$ cat src/hdl/sps_consts.vh
// Constants for the serial port setting select block
`ifndef SPS_CONSTS_VH
`define SPS_CONSTS_VH

// Register byte offsets
`define SPS_OFS_STATUS      4'h0
`define SPS_OFS_CTRL        4'h4
`define SPS_OFS_POSITION    4'h8
`define SPS_OFS_INPUTS      4'hC

// Status register fields
`define SPS_ST_IS485        0
`define SPS_ST_DONE         1
`define SPS_ST_ADDR_LSB     8
`define SPS_ST_RATE_LSB     16
`define SPS_ST_ADDR_NVM     18
`define SPS_ST_RATE_NVM     19
`define SPS_ST_RATE_SEL_LSB 20

// Control register fields and reset value
`define SPS_CT_MODE_LSB     0
`define SPS_CT_HALL_DIFF    4
`define SPS_CTRL_RST        2'h0

// Inputs register fields
`define SPS_IN_HALL_LSB     0
`define SPS_IN_FIVE         3
`define SPS_IN_SIX          4
`define SPS_IN_SW_LSB       8

// Switch field layout
`define SPS_SW_ADDR_LSB     0
`define SPS_SW_RATE_LSB     6

// Modes of the fifth and sixth inputs
`define SPS_MODE_GENERAL    2'h0
`define SPS_MODE_STEP_DIR   2'h1
`define SPS_MODE_AUX_QUAD   2'h2

// Bit-rate codes
`define SPS_RATE_FROM_NVM   2'h0
`define SPS_RATE_9K6        2'h1
`define SPS_RATE_38K4       2'h2
`define SPS_RATE_115K2      2'h3

// Reset values of captured settings and of the position count
`define SPS_ADDR_RST        6'h00
`define SPS_RATE_RST        2'h0
`define SPS_POS_RST         16'h0000

// Settle time before the switches are read
`define SPS_CLK_MHZ         25
`define SPS_SETTLE_NS       1000
`define SPS_SETTLE_CYC      ((`SPS_SETTLE_NS * `SPS_CLK_MHZ + 999) / 1000)
`define SPS_SETTLE_W        6

`endif

$ cat src/hdl/sps_quad_dec.v
// Step/direction and quadrature counter for the fifth and sixth inputs
`timescale 1ns/1ps
`default_nettype none
`include "sps_consts.vh"

module sps_quad_dec (
    // Clock and reset
    input  wire        clk,
    input  wire        rstn,
    // Input pair and control
    input  wire        a_in,
    input  wire        b_in,
    input  wire [1:0]  mode,
    input  wire        clr,
    // Position
    output reg  [15:0] count_r
);

    reg         a_d_r;
    reg         b_d_r;
    reg  [15:0] count_nxt;
    wire        quad_en;
    wire        quad_up;
    wire        step_rise;

    // Exactly one edge of A or B moves the quadrature count
    assign quad_en   = a_in ^ a_d_r ^ b_in ^ b_d_r;
    assign quad_up   = a_in ^ b_d_r;
    assign step_rise = a_in & ~a_d_r;

    // Count update; clear wins since a stale position is worse than a lost step
    always @* begin
        count_nxt = count_r;
        if (clr) begin
            count_nxt = `SPS_POS_RST;
        end else if (mode == `SPS_MODE_STEP_DIR && step_rise) begin
            count_nxt = b_in ? count_r + 16'h0001 : count_r - 16'h0001;
        end else if (mode == `SPS_MODE_AUX_QUAD && quad_en) begin
            count_nxt = quad_up ? count_r + 16'h0001 : count_r - 16'h0001;
        end
    end

    // Previous input levels and the count
    always @(posedge clk) begin
        if (!rstn) begin
            a_d_r   <= 1'b0;
            b_d_r   <= 1'b0;
            count_r <= `SPS_POS_RST;
        end else begin
            a_d_r   <= a_in;
            b_d_r   <= b_in;
            count_r <= count_nxt;
        end
    end

endmodule // sps_quad_dec

`default_nettype wire

$ cat src/hdl/sps_top.v
// Serial port setting select: switch decode, encoder buffers, input routing
//
// Function
// Select pin grounded means RS-485, else RS-232
// Switches one to six form node address
// Switches seven and eight form rate code
// RS-232 mode ignores address and rate switches
// Zero field falls back to stored value
// Rate codes 1,2,3 select 9.6/38.4/115.2 kbps
// Drive complementary buffered encoder A, B, index
// Inputs five, six: general, step/dir, auxiliary
// Hall complements used only when differential
// Sample settings once after reset, then hold
//
// The address map and the plain strobed port were chosen for this implementation.
`timescale 1ns/1ps
`default_nettype none
`include "sps_consts.vh"

module sps_top (
    // Clock and reset
    input  wire        clk,
    input  wire        rstn,
    // Configuration pins
    input  wire        port_sel_485_n,
    input  wire [7:0]  dip_sw,
    input  wire [5:0]  nvm_addr,
    input  wire [1:0]  nvm_rate,
    // Motor encoder
    input  wire        motor_quad_a_input,
    input  wire        motor_quad_b_input,
    input  wire        motor_index_input,
    // Commutation sensors
    input  wire [2:0]  hall_p,
    input  wire [2:0]  hall_n,
    // Multi-use inputs
    input  wire        multi_use_input_five,
    input  wire        multi_use_input_six,
    // Register port
    input  wire [3:0]  reg_addr,
    input  wire [31:0] reg_wdata,
    input  wire        reg_wr,
    input  wire        reg_rd,
    output reg  [31:0] reg_rdata,
    // Serial port settings
    output reg         serial_is_485,
    output reg         serial_enable,
    output reg  [5:0]  node_addr,
    output reg  [1:0]  rate_code,
    output reg  [2:0]  rate_sel,
    // Buffered encoder outputs
    output reg         buffered_quad_a_output,
    output reg         buffered_quad_a_output_n,
    output reg         buffered_quad_b_output,
    output reg         buffered_quad_b_output_n,
    output reg         buffered_index_output,
    output reg         buffered_index_output_n,
    // Decoded inputs
    output reg  [2:0]  hall_state,
    output reg         gp_in_five,
    output reg         gp_in_six
);

    // One-hot capture states
    localparam [3:0] ST_RESET   = 4'h1;
    localparam [3:0] ST_SETTLE  = 4'h2;
    localparam [3:0] ST_CAPTURE = 4'h4;
    localparam [3:0] ST_RUN     = 4'h8;

    reg  [3:0]               state_r;
    reg  [3:0]               state_nxt;
    reg  [`SPS_SETTLE_W-1:0] settle_r;
    reg  [`SPS_SETTLE_W-1:0] settle_nxt;
    reg                      addr_nvm_r;
    reg                      rate_nvm_r;
    reg  [7:0]               sw_cap_r;
    reg  [1:0]               mode_r;
    reg                      hall_diff_r;
    reg  [31:0]              rdata_nxt;
    wire [15:0]              position;
    wire                     pos_clr;
    wire [5:0]               sw_addr;
    wire [1:0]               sw_rate;
    wire                     use485;
    wire [5:0]               addr_eff;
    wire [1:0]               rate_eff;
    wire [2:0]               hall_nxt;

    // Switch fields
    assign sw_addr = dip_sw[`SPS_SW_ADDR_LSB +: 6];
    assign sw_rate = dip_sw[`SPS_SW_RATE_LSB +: 2];
    assign use485  = ~port_sel_485_n;

    // Stored value replaces a zero field or any field in RS-232 mode
    assign addr_eff = (!use485 || sw_addr == 6'h00) ? nvm_addr : sw_addr;
    assign rate_eff = (!use485 || sw_rate == `SPS_RATE_FROM_NVM) ? nvm_rate : sw_rate;

    // Capture sequencer: wait for pins to settle, then latch once
    always @* begin
        state_nxt  = state_r;
        settle_nxt = settle_r;
        case (state_r)
            ST_RESET: begin
                settle_nxt = {`SPS_SETTLE_W{1'b0}};
                state_nxt  = ST_SETTLE;
            end
            ST_SETTLE: begin
                settle_nxt = settle_r + 1'b1;
                if (settle_r == `SPS_SETTLE_CYC - 1) begin
                    state_nxt = ST_CAPTURE;
                end
            end
            ST_CAPTURE: begin
                state_nxt = ST_RUN;
            end
            ST_RUN: begin
                state_nxt = ST_RUN;
            end
            default: begin
                state_nxt = ST_RESET;
            end
        endcase
    end

    // Held settings; only the capture state may load them
    always @(posedge clk) begin
        if (!rstn) begin
            state_r       <= ST_RESET;
            settle_r      <= {`SPS_SETTLE_W{1'b0}};
            serial_is_485 <= 1'b0;
            serial_enable <= 1'b0;
            node_addr     <= `SPS_ADDR_RST;
            rate_code     <= `SPS_RATE_RST;
            rate_sel      <= 3'h0;
            addr_nvm_r    <= 1'b0;
            rate_nvm_r    <= 1'b0;
            sw_cap_r      <= 8'h00;
        end else begin
            state_r  <= state_nxt;
            settle_r <= settle_nxt;
            if (state_r == ST_CAPTURE) begin
                serial_is_485 <= use485;
                node_addr     <= addr_eff;
                rate_code     <= rate_eff;
                addr_nvm_r    <= !use485 || sw_addr == 6'h00;
                rate_nvm_r    <= !use485 || sw_rate == `SPS_RATE_FROM_NVM;
                sw_cap_r      <= dip_sw;
                // Stored zero rate has no speed; leave every select low
                case (rate_eff)
                    `SPS_RATE_9K6:   rate_sel <= 3'h1;
                    `SPS_RATE_38K4:  rate_sel <= 3'h2;
                    `SPS_RATE_115K2: rate_sel <= 3'h4;
                    default:         rate_sel <= 3'h0;
                endcase
            end
            // Port comes up only once settings are stable
            serial_enable <= (state_r == ST_CAPTURE) || (state_r == ST_RUN);
        end
    end

    // Encoder buffers; one flop of delay, well inside the encoder rate
    always @(posedge clk) begin
        if (!rstn) begin
            buffered_quad_a_output   <= 1'b0;
            buffered_quad_a_output_n <= 1'b1;
            buffered_quad_b_output   <= 1'b0;
            buffered_quad_b_output_n <= 1'b1;
            buffered_index_output    <= 1'b0;
            buffered_index_output_n  <= 1'b1;
        end else begin
            buffered_quad_a_output   <= motor_quad_a_input;
            buffered_quad_a_output_n <= ~motor_quad_a_input;
            buffered_quad_b_output   <= motor_quad_b_input;
            buffered_quad_b_output_n <= ~motor_quad_b_input;
            buffered_index_output    <= motor_index_input;
            buffered_index_output_n  <= ~motor_index_input;
        end
    end

    // Hall receivers: differential pair holds its level while both legs agree
    genvar gi;
    generate
        for (gi = 0; gi < 3; gi = gi + 1) begin : g_hall
            assign hall_nxt[gi] = !hall_diff_r ? hall_p[gi] :
                                  (hall_p[gi] != hall_n[gi]) ? hall_p[gi] :
                                  hall_state[gi];
        end
    endgenerate

    // Hall state and general-purpose copies of inputs five and six
    always @(posedge clk) begin
        if (!rstn) begin
            hall_state <= 3'h0;
            gp_in_five <= 1'b0;
            gp_in_six  <= 1'b0;
        end else begin
            hall_state <= hall_nxt;
            // General copies read low while the pair serves as a command
            gp_in_five <= (mode_r == `SPS_MODE_GENERAL) & multi_use_input_five;
            gp_in_six  <= (mode_r == `SPS_MODE_GENERAL) & multi_use_input_six;
        end
    end

    // Step/direction or auxiliary quadrature count
    assign pos_clr = reg_wr && reg_addr == `SPS_OFS_POSITION;

    sps_quad_dec u_quad (
        .clk     (clk),
        .rstn    (rstn),
        .a_in    (multi_use_input_five),
        .b_in    (multi_use_input_six),
        .mode    (mode_r),
        .clr     (pos_clr),
        .count_r (position)
    );

    // Control register writes
    always @(posedge clk) begin
        if (!rstn) begin
            mode_r      <= `SPS_CTRL_RST;
            hall_diff_r <= 1'b0;
        end else if (reg_wr && reg_addr == `SPS_OFS_CTRL) begin
            mode_r      <= reg_wdata[`SPS_CT_MODE_LSB +: 2];
            hall_diff_r <= reg_wdata[`SPS_CT_HALL_DIFF];
        end
    end

    // Read mux; unmapped offsets read zero
    always @* begin
        rdata_nxt = 32'h0000_0000;
        case (reg_addr)
            `SPS_OFS_STATUS: begin
                rdata_nxt[`SPS_ST_IS485]             = serial_is_485;
                rdata_nxt[`SPS_ST_DONE]              = serial_enable;
                rdata_nxt[`SPS_ST_ADDR_LSB +: 6]     = node_addr;
                rdata_nxt[`SPS_ST_RATE_LSB +: 2]     = rate_code;
                rdata_nxt[`SPS_ST_ADDR_NVM]          = addr_nvm_r;
                rdata_nxt[`SPS_ST_RATE_NVM]          = rate_nvm_r;
                rdata_nxt[`SPS_ST_RATE_SEL_LSB +: 3] = rate_sel;
            end
            `SPS_OFS_CTRL: begin
                rdata_nxt[`SPS_CT_MODE_LSB +: 2] = mode_r;
                rdata_nxt[`SPS_CT_HALL_DIFF]     = hall_diff_r;
            end
            `SPS_OFS_POSITION: begin
                rdata_nxt[15:0] = position;
            end
            `SPS_OFS_INPUTS: begin
                rdata_nxt[`SPS_IN_HALL_LSB +: 3] = hall_state;
                rdata_nxt[`SPS_IN_FIVE]          = multi_use_input_five;
                rdata_nxt[`SPS_IN_SIX]           = multi_use_input_six;
                rdata_nxt[`SPS_IN_SW_LSB +: 8]   = sw_cap_r;
            end
            default: begin
                rdata_nxt = 32'h0000_0000;
            end
        endcase
    end

    // Read data stands only in the cycle after the strobe
    always @(posedge clk) begin
        if (!rstn) begin
            reg_rdata <= 32'h0000_0000;
        end else begin
            reg_rdata <= reg_rd ? rdata_nxt : 32'h0000_0000;
        end
    end

endmodule // sps_top

`default_nettype wire

$ cat config.mk
export PLATFORM = sky130hd
export DESIGN_NAME = sps_top
export DESIGN_NICKNAME = d
export VERILOG_FILES = /design/src/hdl/sps_quad_dec.v /design/src/hdl/sps_top.v
export VERILOG_INCLUDE_DIRS = /design/src /design/src/hdl
export SDC_FILE = /design/constraint.sdc
export NUM_CORES = 1
export LEC_CHECK = 0
export BUFFER_PORTS_ARGS = -buffer_cell sky130_fd_sc_hd__clkbuf_2
export CORE_MARGIN = 4
export CORE_UTILIZATION = 25
export CTS_BUF_LIST = sky130_fd_sc_hd__clkbuf_4
export DETAILED_ROUTE_END_ITERATION = 7
export GPL_ROUTABILITY_DRIVEN = 0
export GPL_TIMING_DRIVEN = 0
export SYNTH_ARGS = -nofsm -noshare
export SYNTH_HDL_FRONTEND = slang
export SYNTH_HIERARCHICAL = 1
export SYNTH_SLANG_ARGS = --single-unit
$ cat constraint.sdc
create_clock -name clk -period 5.5 [get_ports clk]
set_clock_uncertainty 0.15 [all_clocks]
set_input_delay 0.275 -clock clk [delete_from_list [all_inputs] [get_ports clk]]
set_output_delay 0.275 -clock clk [all_outputs]
set_load 0.02 [all_outputs]
==> impl_metrics.env, run 1 <==
export IMPL_outcome="finished, final reports clean"
export IMPL_first_global_vias=3748
export IMPL_yosys_warnings=6
export IMPL_drt_iter0_drc=266
export IMPL_grt_busiest_layer="met2"
export IMPL_wl_per_cell_um=14.51
export IMPL_regArea_um2=1762
export IMPL_met3_usage=0.04118
export IMPL_drc=0
export IMPL_netSwitchingFraction=0.2713
export IMPL_drt_first_pass_iters=4
export IMPL_cp_end_kind="flip-flop"
export IMPL_setup_viol=0
export IMPL_fill_cells=1732
export IMPL_cts_setup_buffers=0
export IMPL_clockBufferDepth=2
export IMPL_comb_power_share=0.147
export IMPL_root_buffer="clkbuf_4"
export IMPL_p_int_uw=920.8
export IMPL_pwr_share_clk=0.330
export IMPL_cts_inserted_buffers=9
export IMPL_dp_hpwl_mm=8.779
export IMPL_worst_endpoint_arrival_ns=2.80
export IMPL_synth_async_sr_flop_share=0
export IMPL_path_class="input port to flip-flop"
export IMPL_vias_per_cell=4.598
export IMPL_htreeDepth=3
export IMPL_antenna_found_initial=0
export IMPL_rsz0062_at_grt="no"
export IMPL_vdd_ir_drop_max_v=0.0001582
export IMPL_io_buffers=84
export IMPL_worstMarginPinSlew_ns=0.7442
export IMPL_ys_seq_area_frac=0.4231
export IMPL_period_share=0.4642
export IMPL_yosys_register_bits=88
export IMPL_critPathSlowestCell="dlygate4sd3_1"
export IMPL_maxSlewHeadroom=0.5039
export IMPL_drive_above_1_share=0.2334
export IMPL_powerDensity_nw_per_um2=233.4
export IMPL_worstPathCellList="dlygate4sd3_1 > clkbuf_2 > ha_1 > xnor2_1 > xnor2_1 > o31a_1 > clkbuf_1 > buf_2 > o21bai_1 > mux2i_1"
export IMPL_io_pins=124
export IMPL_nets=672
export IMPL_critPathLaunchType="input port"
export IMPL_grt_met2_usage=0.2262
export IMPL_crit_family="buffers and inverters"
export IMPL_hold_class="input port to flip-flop"
export IMPL_seq_power_share=0.524
export IMPL_final_cell_area_um2=5414
export IMPL_multi_input_comb_area_um2=2187
export IMPL_hold_viol_final=0
export IMPL_worstPathMaxFanout=10
export IMPL_initial_utilization=0.2584
export IMPL_synth_avg_cell_area_um2=9.072
export IMPL_grt_util_met1=0.1621
export IMPL_cap_violations=0
export IMPL_cts_clk_slew_worst_paths_ns=0.14
export IMPL_cpMostUsedCell="xnor2_1"
export IMPL_drt_wl_total_mm=11.90
export IMPL_cts_tree="yes"
export IMPL_rrSetupSlack_ns=3.13
export IMPL_fp_dieArea_um2=18790
export IMPL_clk_insertion_delay_late_ns=0.46
export IMPL_grt_max_degree=15
export IMPL_clock_fmax_ghz=0.3917
export IMPL_p_switching_uw=342.8
export IMPL_required_ns=5.75
export IMPL_fin_setup_tns_ns=0
export IMPL_grt_usage=0.1329
export IMPL_chipHeight_um=137.1
export IMPL_synthCells=459
export IMPL_chipWidth_um=137.1
export IMPL_vias=3770
export IMPL_ys_flop_type="dfxtp_1"
export IMPL_path_buf_inv=4
export IMPL_areaGrowthSynthToFinish_pct=30.02
export IMPL_grt_pass1_wl_mm=19.53
export IMPL_period_needed_ns=2.553
export IMPL_drv_slew=0
export IMPL_rows=46
export IMPL_fp_coreArea_um2=16120
export IMPL_gr_total_overflow=0
export IMPL_ant_nets=0
export IMPL_n_antenna_cell=0
export IMPL_synth_edf_count=0
export IMPL_synth_area_um2=4164
export IMPL_placed_cell_area_um2=4885
export IMPL_worst_path_largest_cell_delay_ns=0.54
export IMPL_cts_sinks=88
export IMPL_ys_types=58
export IMPL_p_leak_uw=0.002192
==> layout by cell type, fill, tap and decap left out, types with 13 or more instances in the layout <==
cell           instances
nand2_1               35
a21oi_1               31
nor2_1                33
dlygate4sd3_1         37
and2_1                15
o21ai_1               13
inv_1                 16
mux2i_1               25
clkbuf_2              84
dfxtp_1               88
==> timing repair <==
action,CTS,global route
endpoints found under the hold margin,33,0
hold buffers,37,0
gates resized for setup,0,0
==> area by class of cell <==
cell class	instances	share of cell area
multi-input combinational	330	0.4040
sequential	88	0.3254
timing repair buffer	121	0.1461
tap	216	0.04992
buffer	32	0.03351
clock inverter	6	0.01548
clock buffer	10	0.01387
inverter	17	0.01179
==> registers in the layout, summed over array words and instances (netlist names), 2 cells and up <==
signal          flops
reg_rdata          23
mode_r              2
state_r             4
sw_cap_r            8
u_quad/count_r     16
rate_sel            3
rate_code           2
node_addr           6
settle_r            6
hall_state          3
==> through the flow <==
| step | util | setup WS, ns | cells | power (uW) | hold WS, ns |
|---|---|---|---|---|---|
| after floorplan | - | 3.439 | 467 | 789.5 | 0.2145 |
| after global placement | 0.3031 | 3.106 | 767 | 839.4 | 0.2938 |
| after detailed placement | 0.3031 | 3.078 | 767 | 841.1 | 0.2994 |
| after CTS | 0.3359 | 2.980 | 820 | 1279 | 0.02127 |
| after global routing | 0.3359 | 2.775 | 820 | 1325 | 0.04142 |
| final | 0.3359 | 2.947 | 820 | 1264 | 0.06732 |
==> Yosys cell counts, drive strengths merged (7+ instances only) <==
cell	count	area share
dfxtp	88	0.42
nand2	35	0.032
nor2	33	0.030
a21oi	31	0.037
mux2i	26	0.066
buf	24	0.036
o21ai	20	0.024
inv	17	0.015
and2	15	0.023
nand2b	12	0.018
nand3	12	0.014
nor3	12	0.014
nor4	12	0.023
nand4	11	0.017
mux2	9	0.024
nor2b	9	0.014
or3	9	0.014
clkbuf	8	0.0072
a22oi	7	0.013
==> power by group through the flow <==
stage	Combinational, uW	Clock [uW]	Sequential (uW)
floorplan	111	0	679
finish	186	416	662
CTS	186	432	662
global route	205	456	664
global placement	164	0	676
detailed placement	165	0	676
==> per-layer routing <==
metal | wire (um) | up-vias | share of wire
met5 | 0 | - | 0
met4 | 204 | 0 | 0.017
met3 | 635 | 14 | 0.053
met2 | 5844 | 94 | 0.49
met1 | 5217 | 1759 | 0.44
li1 | - | 1903 | -
==> cells by family (layout without fill, tap and decap cells) <==
logic type | Yosys count | in the layout | share of synthesized area
simple gates | 183 | 183 | 0.2521
flops | 88 | 88 | 0.4231
buf+inv | 49 | 186 | 0.05889
fa+ha+maj | 5 | 5 | 0.01502
other cells | 1 | 9 | 0.0009006
compound gates | 89 | 89 | 0.1346
mux | 37 | 37 | 0.1007
xor+xnor | 7 | 7 | 0.01472
==> final timing paths <==
check | from | endpoint | cells after the start
max | multi_use_input_five | u_quad/count_r[12] | 10
min | nvm_rate[0] | rate_code[0] | 4
max reg2reg | u_quad/a_d_r | u_quad/count_r[12] | 9
min reg2reg | sw_cap_r[3] | sw_cap_r[3] | 2
==> tightest hold or removal path, delay by kind of cell <==
kind                   cells  cell delay, ns
AOI/OAI and AO/OA          2            0.24
buffers and inverters      2            0.14
(Power assumes the default switching activity.)
==> run 2, diff against run 1 <==
--- a/config.mk
+++ b/config.mk
@@ -6,6 +6,7 @@
 export SDC_FILE = /design/constraint.sdc
 export NUM_CORES = 1
 export LEC_CHECK = 0
+export ABC_AREA = 1
 export BUFFER_PORTS_ARGS = -buffer_cell sky130_fd_sc_hd__clkbuf_2
 export CORE_MARGIN = 4
 export CORE_UTILIZATION = 25
==> constraint.sdc (replaced) <==
create_clock -name clk -period 2.3 [get_ports clk]
set_clock_uncertainty 0.15 [all_clocks]
set_input_delay 0.115 -clock clk [delete_from_list [all_inputs] [get_ports clk]]
set_output_delay 0.115 -clock clk [all_outputs]
set_load 0.02 [all_outputs]
==> run 2 against run 1 <==
  * Combinational power up 140%
  * Design area up 4.8%
  * Largest cell class unchanged
  * Utilization rose by 0.50 points
  * Critical path depth fell by 1
  * Sequential share of layout area decreased by 1.5 points
==> impl_metrics.env, run 2 <==
export IMPL_io_buffers=85
export IMPL_cap_violations=0
export IMPL_cts_inserted_buffers=9
export IMPL_ys_flop_type="dfxtp_1"
export IMPL_maxSlewHeadroom=0.5920
export IMPL_hold_class="input port to flip-flop"
export IMPL_worstMarginPinSlew_ns=0.6121
export IMPL_clk_insertion_delay_late_ns=0.48
export IMPL_chipWidth_um=138.8
export IMPL_clockBufferDepth=2
export IMPL_yosys_register_bits=88
export IMPL_ys_top_cells_by_area="dfxtp_1, nand2_1, nor2_1"
export IMPL_drt_wl_total_mm=12.47
export IMPL_areaGrowthSynthToFinish_pct=32.76
export IMPL_clock_fmax_ghz=0.4479
export IMPL_yosys_area_top_type="dfxtp_1"
export IMPL_fp_coreArea_um2=16640
export IMPL_top_register="reg_rdata"
export IMPL_drt_iter0_drc=145
export IMPL_fill_cells=1804
export IMPL_synth_edf_count=0
export IMPL_grt_pass1_wl_mm=20.32
export IMPL_final_common_cell="nand2_1"
export IMPL_initial_utilization=0.2568
export IMPL_yosysMostFrequentCell="nand2_1"
export IMPL_first_global_vias=4223
export IMPL_cts_tree="yes"
export IMPL_fin_setup_tns_ns=0
export IMPL_critPathLaunchType="input port"
export IMPL_critPathSlowestCell="dlygate4sd3_1"
export IMPL_ys_seq_area_frac=0.4122
export IMPL_gr_total_overflow=0
export IMPL_vias=4426
export IMPL_p_leak_uw=0.002614
export IMPL_largest_reg_flops=23
export IMPL_synth_top_area_share=0.4122
export IMPL_ys_top_cells_by_count="nand2_1, dfxtp_1, nor2_1"
export IMPL_final_util=0.3410
export IMPL_drt_first_pass_iters=4
export IMPL_yosys_warnings=6
export IMPL_regArea_um2=1762
export IMPL_reg2reg_from="state_r[1]"
export IMPL_required_ns=2.51
export IMPL_worstPathCellList="dlygate4sd3_1 > clkbuf_2 > inv_1 > nor2_1 > nand3_2 > o21ai_0 > dlygate4sd3_1 > a21oi_1 > dlygate4sd3_1"
export IMPL_drv_slew=0
export IMPL_rrSetupSlack_ns=0.26
export IMPL_hold_end="u_quad/count_r[13]"
export IMPL_critPathLaunch="reg_addr[2]"
export IMPL_cpMostUsedCell="dlygate4sd3_1"
export IMPL_cts_sinks=88
export IMPL_root_buffer="clkbuf_4"
export IMPL_drive_above_1_share=0.1700
export IMPL_final_cell_area_um2=5674
export IMPL_worst_path_largest_cell_delay_ns=0.57
export IMPL_ant_nets=0
export IMPL_drc=0
export IMPL_worst_endpoint_arrival_ns=2.44
export IMPL_io_pins=124
export IMPL_r2r_end="node_addr[2]"
export IMPL_powerDensity_nw_per_um2=519.6
export IMPL_period_share=0.9708
export IMPL_period_needed_ns=2.233
export IMPL_top_regs="reg_rdata x23, u_quad/count_r x16, sw_cap_r x8"
export IMPL_synth_async_sr_flop_share=0
export IMPL_synth_avg_cell_area_um2=6.689
export IMPL_synthCells=639
export IMPL_outcome="finished, final reports clean"
export IMPL_n_antenna_cell=0
export IMPL_hold_depth=5
export IMPL_dp_hpwl_mm=9.376
export IMPL_layout_common_cells="nand2_1, dfxtp_1, nor2_1, clkbuf_2, inv_1"
export IMPL_antenna_found_initial=0
export IMPL_chipHeight_um=138.8
export IMPL_cts_clk_slew_worst_paths_ns=0.15
export IMPL_vias_per_cell=4.339
export IMPL_nets=868
export IMPL_grt_usage=0.1291
export IMPL_fp_dieArea_um2=19250
export IMPL_multi_input_comb_area_um2=2049
export IMPL_grt_max_degree=17
export IMPL_htreeDepth=3
export IMPL_worstPathMaxFanout=4
export IMPL_vdd_ir_drop_max_v=0.0002515
export IMPL_setup_viol=0
export IMPL_hp_start="reg_wr"
export IMPL_rows=47
export IMPL_cp_end_kind="flip-flop"
export IMPL_reg2reg_depth=7
export IMPL_hold_viol_final=0
export IMPL_path_class="input port to flip-flop"
export IMPL_ys_types=31
export IMPL_synth_area_um2=4274
export IMPL_wl_per_cell_um=12.23
export IMPL_placed_cell_area_um2=5005
## run 2: stage by stage
step                      hold WS, ns  power [uW]  cells  setup slack (ns)
after floorplan               0.05453        1870    647            0.6623
after global placement         0.1427        1992    952            0.4797
after detailed placement       0.1469        1995    952            0.4672
after CTS                     0.03815        2985   1019           0.08867
after global routing           0.1084        3106   1020         -0.007355
final                         0.08225        2949   1020           0.06717
## run 2: cell families after synthesis
| kind of cell | synth area share |
|---|---|
| buffers and inverters | 0.1171 |
| adders and majority gates | 0.01464 |
| xor gates and xnor gates | 0.01434 |
| AOI/OAI and AO/OA | 0.1095 |
| other | 0.0008774 |
| and+or+nand+nor | 0.3314 |
| DFF | 0.4122 |
## run 2: area by class of cell
class,count,area share
Inverter,86,0.05689
Tap cell,220,0.04851
Buffer,26,0.03131
Sequential cell,88,0.3105
Clock inverter,7,0.01345
Multi-Input combinational cell,447,0.3612
Clock buffer,9,0.01191
Timing Repair Buffer,137,0.1663
## run 2: worst max-delay path, delay by kind of cell
kind	cells	cell delay, ns
buffers and inverters	5	1.82
AND/OR/NAND/NOR	2	0.29
AO/OA/AOI/OAI	2	0.22
## run 2: what timing repair did
item                                    in CTS  in global routing
gates resized for setup                      0                  3
endpoints found under the setup margin       0                  4
hold buffers                                51                  0
setup buffers                                0                  1
hold endpoints to repair                    49                  0
## run 2: metal layers
layer	GRT usage	share of wire
met5	0	0
met3	0.02276	0.040
met2	0.2307	0.51
met1	0.1576	0.44
met4	0.04119	0.011
## run 2: worst max-delay path by stage
stage | to | slack, ns | cells past startpoint
final | mode_r[0] | 0.07 | 9
after global routing | mode_r[0] | -0.007 | 9
after CTS | mode_r[0] | 0.09 | 9
after detailed placement | u_quad/count_r[12] | 0.47 | 8
after global placement | u_quad/count_r[12] | 0.48 | 8
after floorplan | u_quad/count_r[7] | 0.66 | 10
## run 2: power by group
group / total [uW] / internal (uW) / leakage, uW / switching (uW)
sequential: 1570 / 1550 / 0.000713 / 22.1
combinational: 452 / 185 / 0.00183 / 267
clock: 922 / 341 / 0.0000750 / 581
total: 2950 / 2080 / 0.00261 / 870
==> run 3, diff against run 2 <==
--- a/config.mk
+++ b/config.mk
@@ -7,13 +7,14 @@
 export NUM_CORES = 1
 export LEC_CHECK = 0
 export ABC_AREA = 1
-export BUFFER_PORTS_ARGS = -buffer_cell sky130_fd_sc_hd__clkbuf_2
+export BUFFER_PORTS_ARGS = -buffer_cell sky130_fd_sc_hd__buf_2
 export CORE_MARGIN = 4
 export CORE_UTILIZATION = 25
 export CTS_BUF_LIST = sky130_fd_sc_hd__clkbuf_4
 export DETAILED_ROUTE_END_ITERATION = 7
 export GPL_ROUTABILITY_DRIVEN = 0
 export GPL_TIMING_DRIVEN = 0
+export HOLD_SLACK_MARGIN = 0.05
 export SYNTH_ARGS = -nofsm -noshare
 export SYNTH_HDL_FRONTEND = slang
 export SYNTH_HIERARCHICAL = 1
==> constraint.sdc (replaced) <==
create_clock -name clk -period 2.7 [get_ports clk]
set_clock_uncertainty 0.15 [all_clocks]
set_input_delay 0.135 -clock clk [delete_from_list [all_inputs] [get_ports clk]]
set_output_delay 0.135 -clock clk [all_outputs]
set_load 0.02 [all_outputs]
==> run 3 against run 2 <==
  * Critical path depth is 2 lower
  * Largest power group unchanged
  * Via count down 0.99%
  * Design area down 0.53%
  * Largest cell class unchanged
  * First-iteration DRC count is 10% higher
==> impl_metrics.env, run 3 (synthesized netlist as in run 2, its figures left out) <==
export IMPL_cts_repair_resized=0
export IMPL_p_leak_uw=0.002629
export IMPL_drc=0
export IMPL_drt_first_pass_iters=4
export IMPL_hold_viol_final=0
export IMPL_worstMarginPinSlew_ns=0.5951
export IMPL_maxSlewHeadroom=0.6033
export IMPL_netSwitchingFraction=0.3057
export IMPL_vias_per_cell=4.300
export IMPL_pre_cts_ws_ns=0.8771
export IMPL_wl_per_cell_um=12.12
export IMPL_final_util=0.3391
export IMPL_rows=47
export IMPL_grt_pass1_wl_mm=20.80
export IMPL_final_common_cell="nand2_1"
export IMPL_vias=4382
export IMPL_critPathLaunch="rstn"
export IMPL_ant_nets=0
export IMPL_crit_path_end="mode_r[0]"
export IMPL_drt_iter0_drc=160
export IMPL_cts_clk_slew_worst_paths_ns=0.15
export IMPL_comb_power_share=0.157
export IMPL_required_ns=2.95
export IMPL_cts_tree="yes"
export IMPL_path_class="input port to flip-flop"
export IMPL_chipWidth_um=138.8
export IMPL_fp_coreArea_um2=16640
export IMPL_grt_busiest_layer="met2"
export IMPL_io_pins=124
export IMPL_io_buffers=85
export IMPL_root_buffer="clkbuf_4"
export IMPL_p_switching_uw=743.6
export IMPL_p_int_uw=1689
export IMPL_rrSetupSlack_ns=0.65
export IMPL_hp_start="reg_addr[2]"
export IMPL_grt_util_met1=0.1603
export IMPL_critPathSlowestCell="dlygate4sd3_1"
export IMPL_grt_usage=0.1302
export IMPL_top_regs="reg_rdata x23, u_quad/count_r x16, sw_cap_r x8"
export IMPL_worst_path_largest_cell_delay_ns=0.60
export IMPL_vdd_ir_drop_max_v=0.0002378
export IMPL_drive_above_1_share=0.1677
export IMPL_initial_utilization=0.2568
export IMPL_cap_violations=0
export IMPL_clk_insertion_delay_late_ns=0.46
export IMPL_cts_inserted_buffers=9
export IMPL_rsz0062_at_grt="no"
export IMPL_reg2reg_from="state_r[1]"
export IMPL_r2r_end="node_addr[2]"
export IMPL_top_register="reg_rdata"
export IMPL_pwr_share_clk=0.292
export IMPL_setup_viol=0
export IMPL_hold_class="input port to flip-flop"
export IMPL_fin_ws_ns=0.2174
export IMPL_grt_max_degree=18
export IMPL_met3_usage=0.02103
export IMPL_antenna_found_initial=0
export IMPL_chipHeight_um=138.8
export IMPL_worstPathCellList="dlygate4sd3_1 > buf_2 > clkbuf_1 > o21ai_0 > dlygate4sd3_1 > a21oi_1 > dlygate4sd3_1"
export IMPL_layout_common_cells="nand2_1, buf_2, dfxtp_1, nor2_1, inv_1"
export IMPL_outcome="finished, final reports clean"
export IMPL_first_global_vias=4310
export IMPL_reg2reg_depth=7
export IMPL_seq_power_share=0.551
export IMPL_placed_cell_area_um2=5005
export IMPL_dp_hpwl_mm=9.372
export IMPL_fin_setup_tns_ns=0
export IMPL_critPathLaunchType="input port"
export IMPL_fp_dieArea_um2=19250
export IMPL_period_needed_ns=2.483
export IMPL_cts_setup_buffers=0
export IMPL_worstPathMaxFanout=10
export IMPL_worst_endpoint_arrival_ns=2.73
export IMPL_htreeDepth=3
export IMPL_fill_cells=1794
export IMPL_final_cell_area_um2=5644
export IMPL_grt_met2_usage=0.2323
export IMPL_gr_total_overflow=0
export IMPL_powerDensity_nw_per_um2=431.0
export IMPL_cts_sinks=88
export IMPL_drt_wl_total_mm=12.35
export IMPL_areaGrowthSynthToFinish_pct=32.05
export IMPL_n_antenna_cell=0
export IMPL_largest_reg_flops=23
export IMPL_nets=867
export IMPL_cp_end_kind="flip-flop"
export IMPL_period_share=0.9195
export IMPL_cpMostUsedCell="dlygate4sd3_1"
export IMPL_clock_fmax_ghz=0.4028
export IMPL_clockBufferDepth=2
export IMPL_drv_slew=0
export IMPL_holdBufCountCts=51
==> run 3: power by group through the flow <==
stage	sequential [uW]	clock [uW]	combinational, uW
6_report	1340	710	382
5_1_grt	1350	781	436
4_1_cts	1340	743	382
3_5_place_dp	1370	0	330
3_3_place_gp	1370	0	329
2_1_floorplan	1380	0	216
==> run 3: per-stage QoR <==
step	instances	total power, uW	hold slack, ns
3_5_place_dp	952	1699	0.1729
6_report	1019	2432	0.06926
2_1_floorplan	647	1593	0.07453
3_3_place_gp	952	1698	0.1704
5_1_grt	1019	2562	0.1214
4_1_cts	1019	2465	0.05463
==> run 3: routing by layer <==
metal,share of wire,vias up
met5,0,-
met4,0.016,0
met3,0.039,17
met2,0.50,85
met1,0.45,1977
li1,-,2303
==> run 3: layout make-up <==
cell class | count | area [um2] | share of cell area
buffer | 26 | 177.7 | 0.03148
sequential | 88 | 1762 | 0.3121
inverter | 86 | 322.8 | 0.05719
timing repair buffer | 136 | 935.9 | 0.1658
multi-input combinational | 447 | 2042 | 0.3618
clock inverter | 7 | 61.31 | 0.01086
tap | 220 | 275.3 | 0.04877
clock buffer | 9 | 67.56 | 0.01197
==> run 3: how the worst min path moves through the flow <==
stage	slack, ns	to	cells past startpoint
floorplan	0.07	buffered_index_output_n	1
global placement	0.17	buffered_index_output_n	2
detailed placement	0.17	buffered_quad_a_output_n	2
CTS	0.05	reg_rdata[4]	7
global route	0.12	reg_rdata[4]	7
finish	0.07	reg_rdata[4]	7
==> run 3: critical path, delay by kind of cell <==
kind                   cells  cell delay, ns
AOI/OAI and AO/OA          2            0.28
buffers and inverters      5            2.32
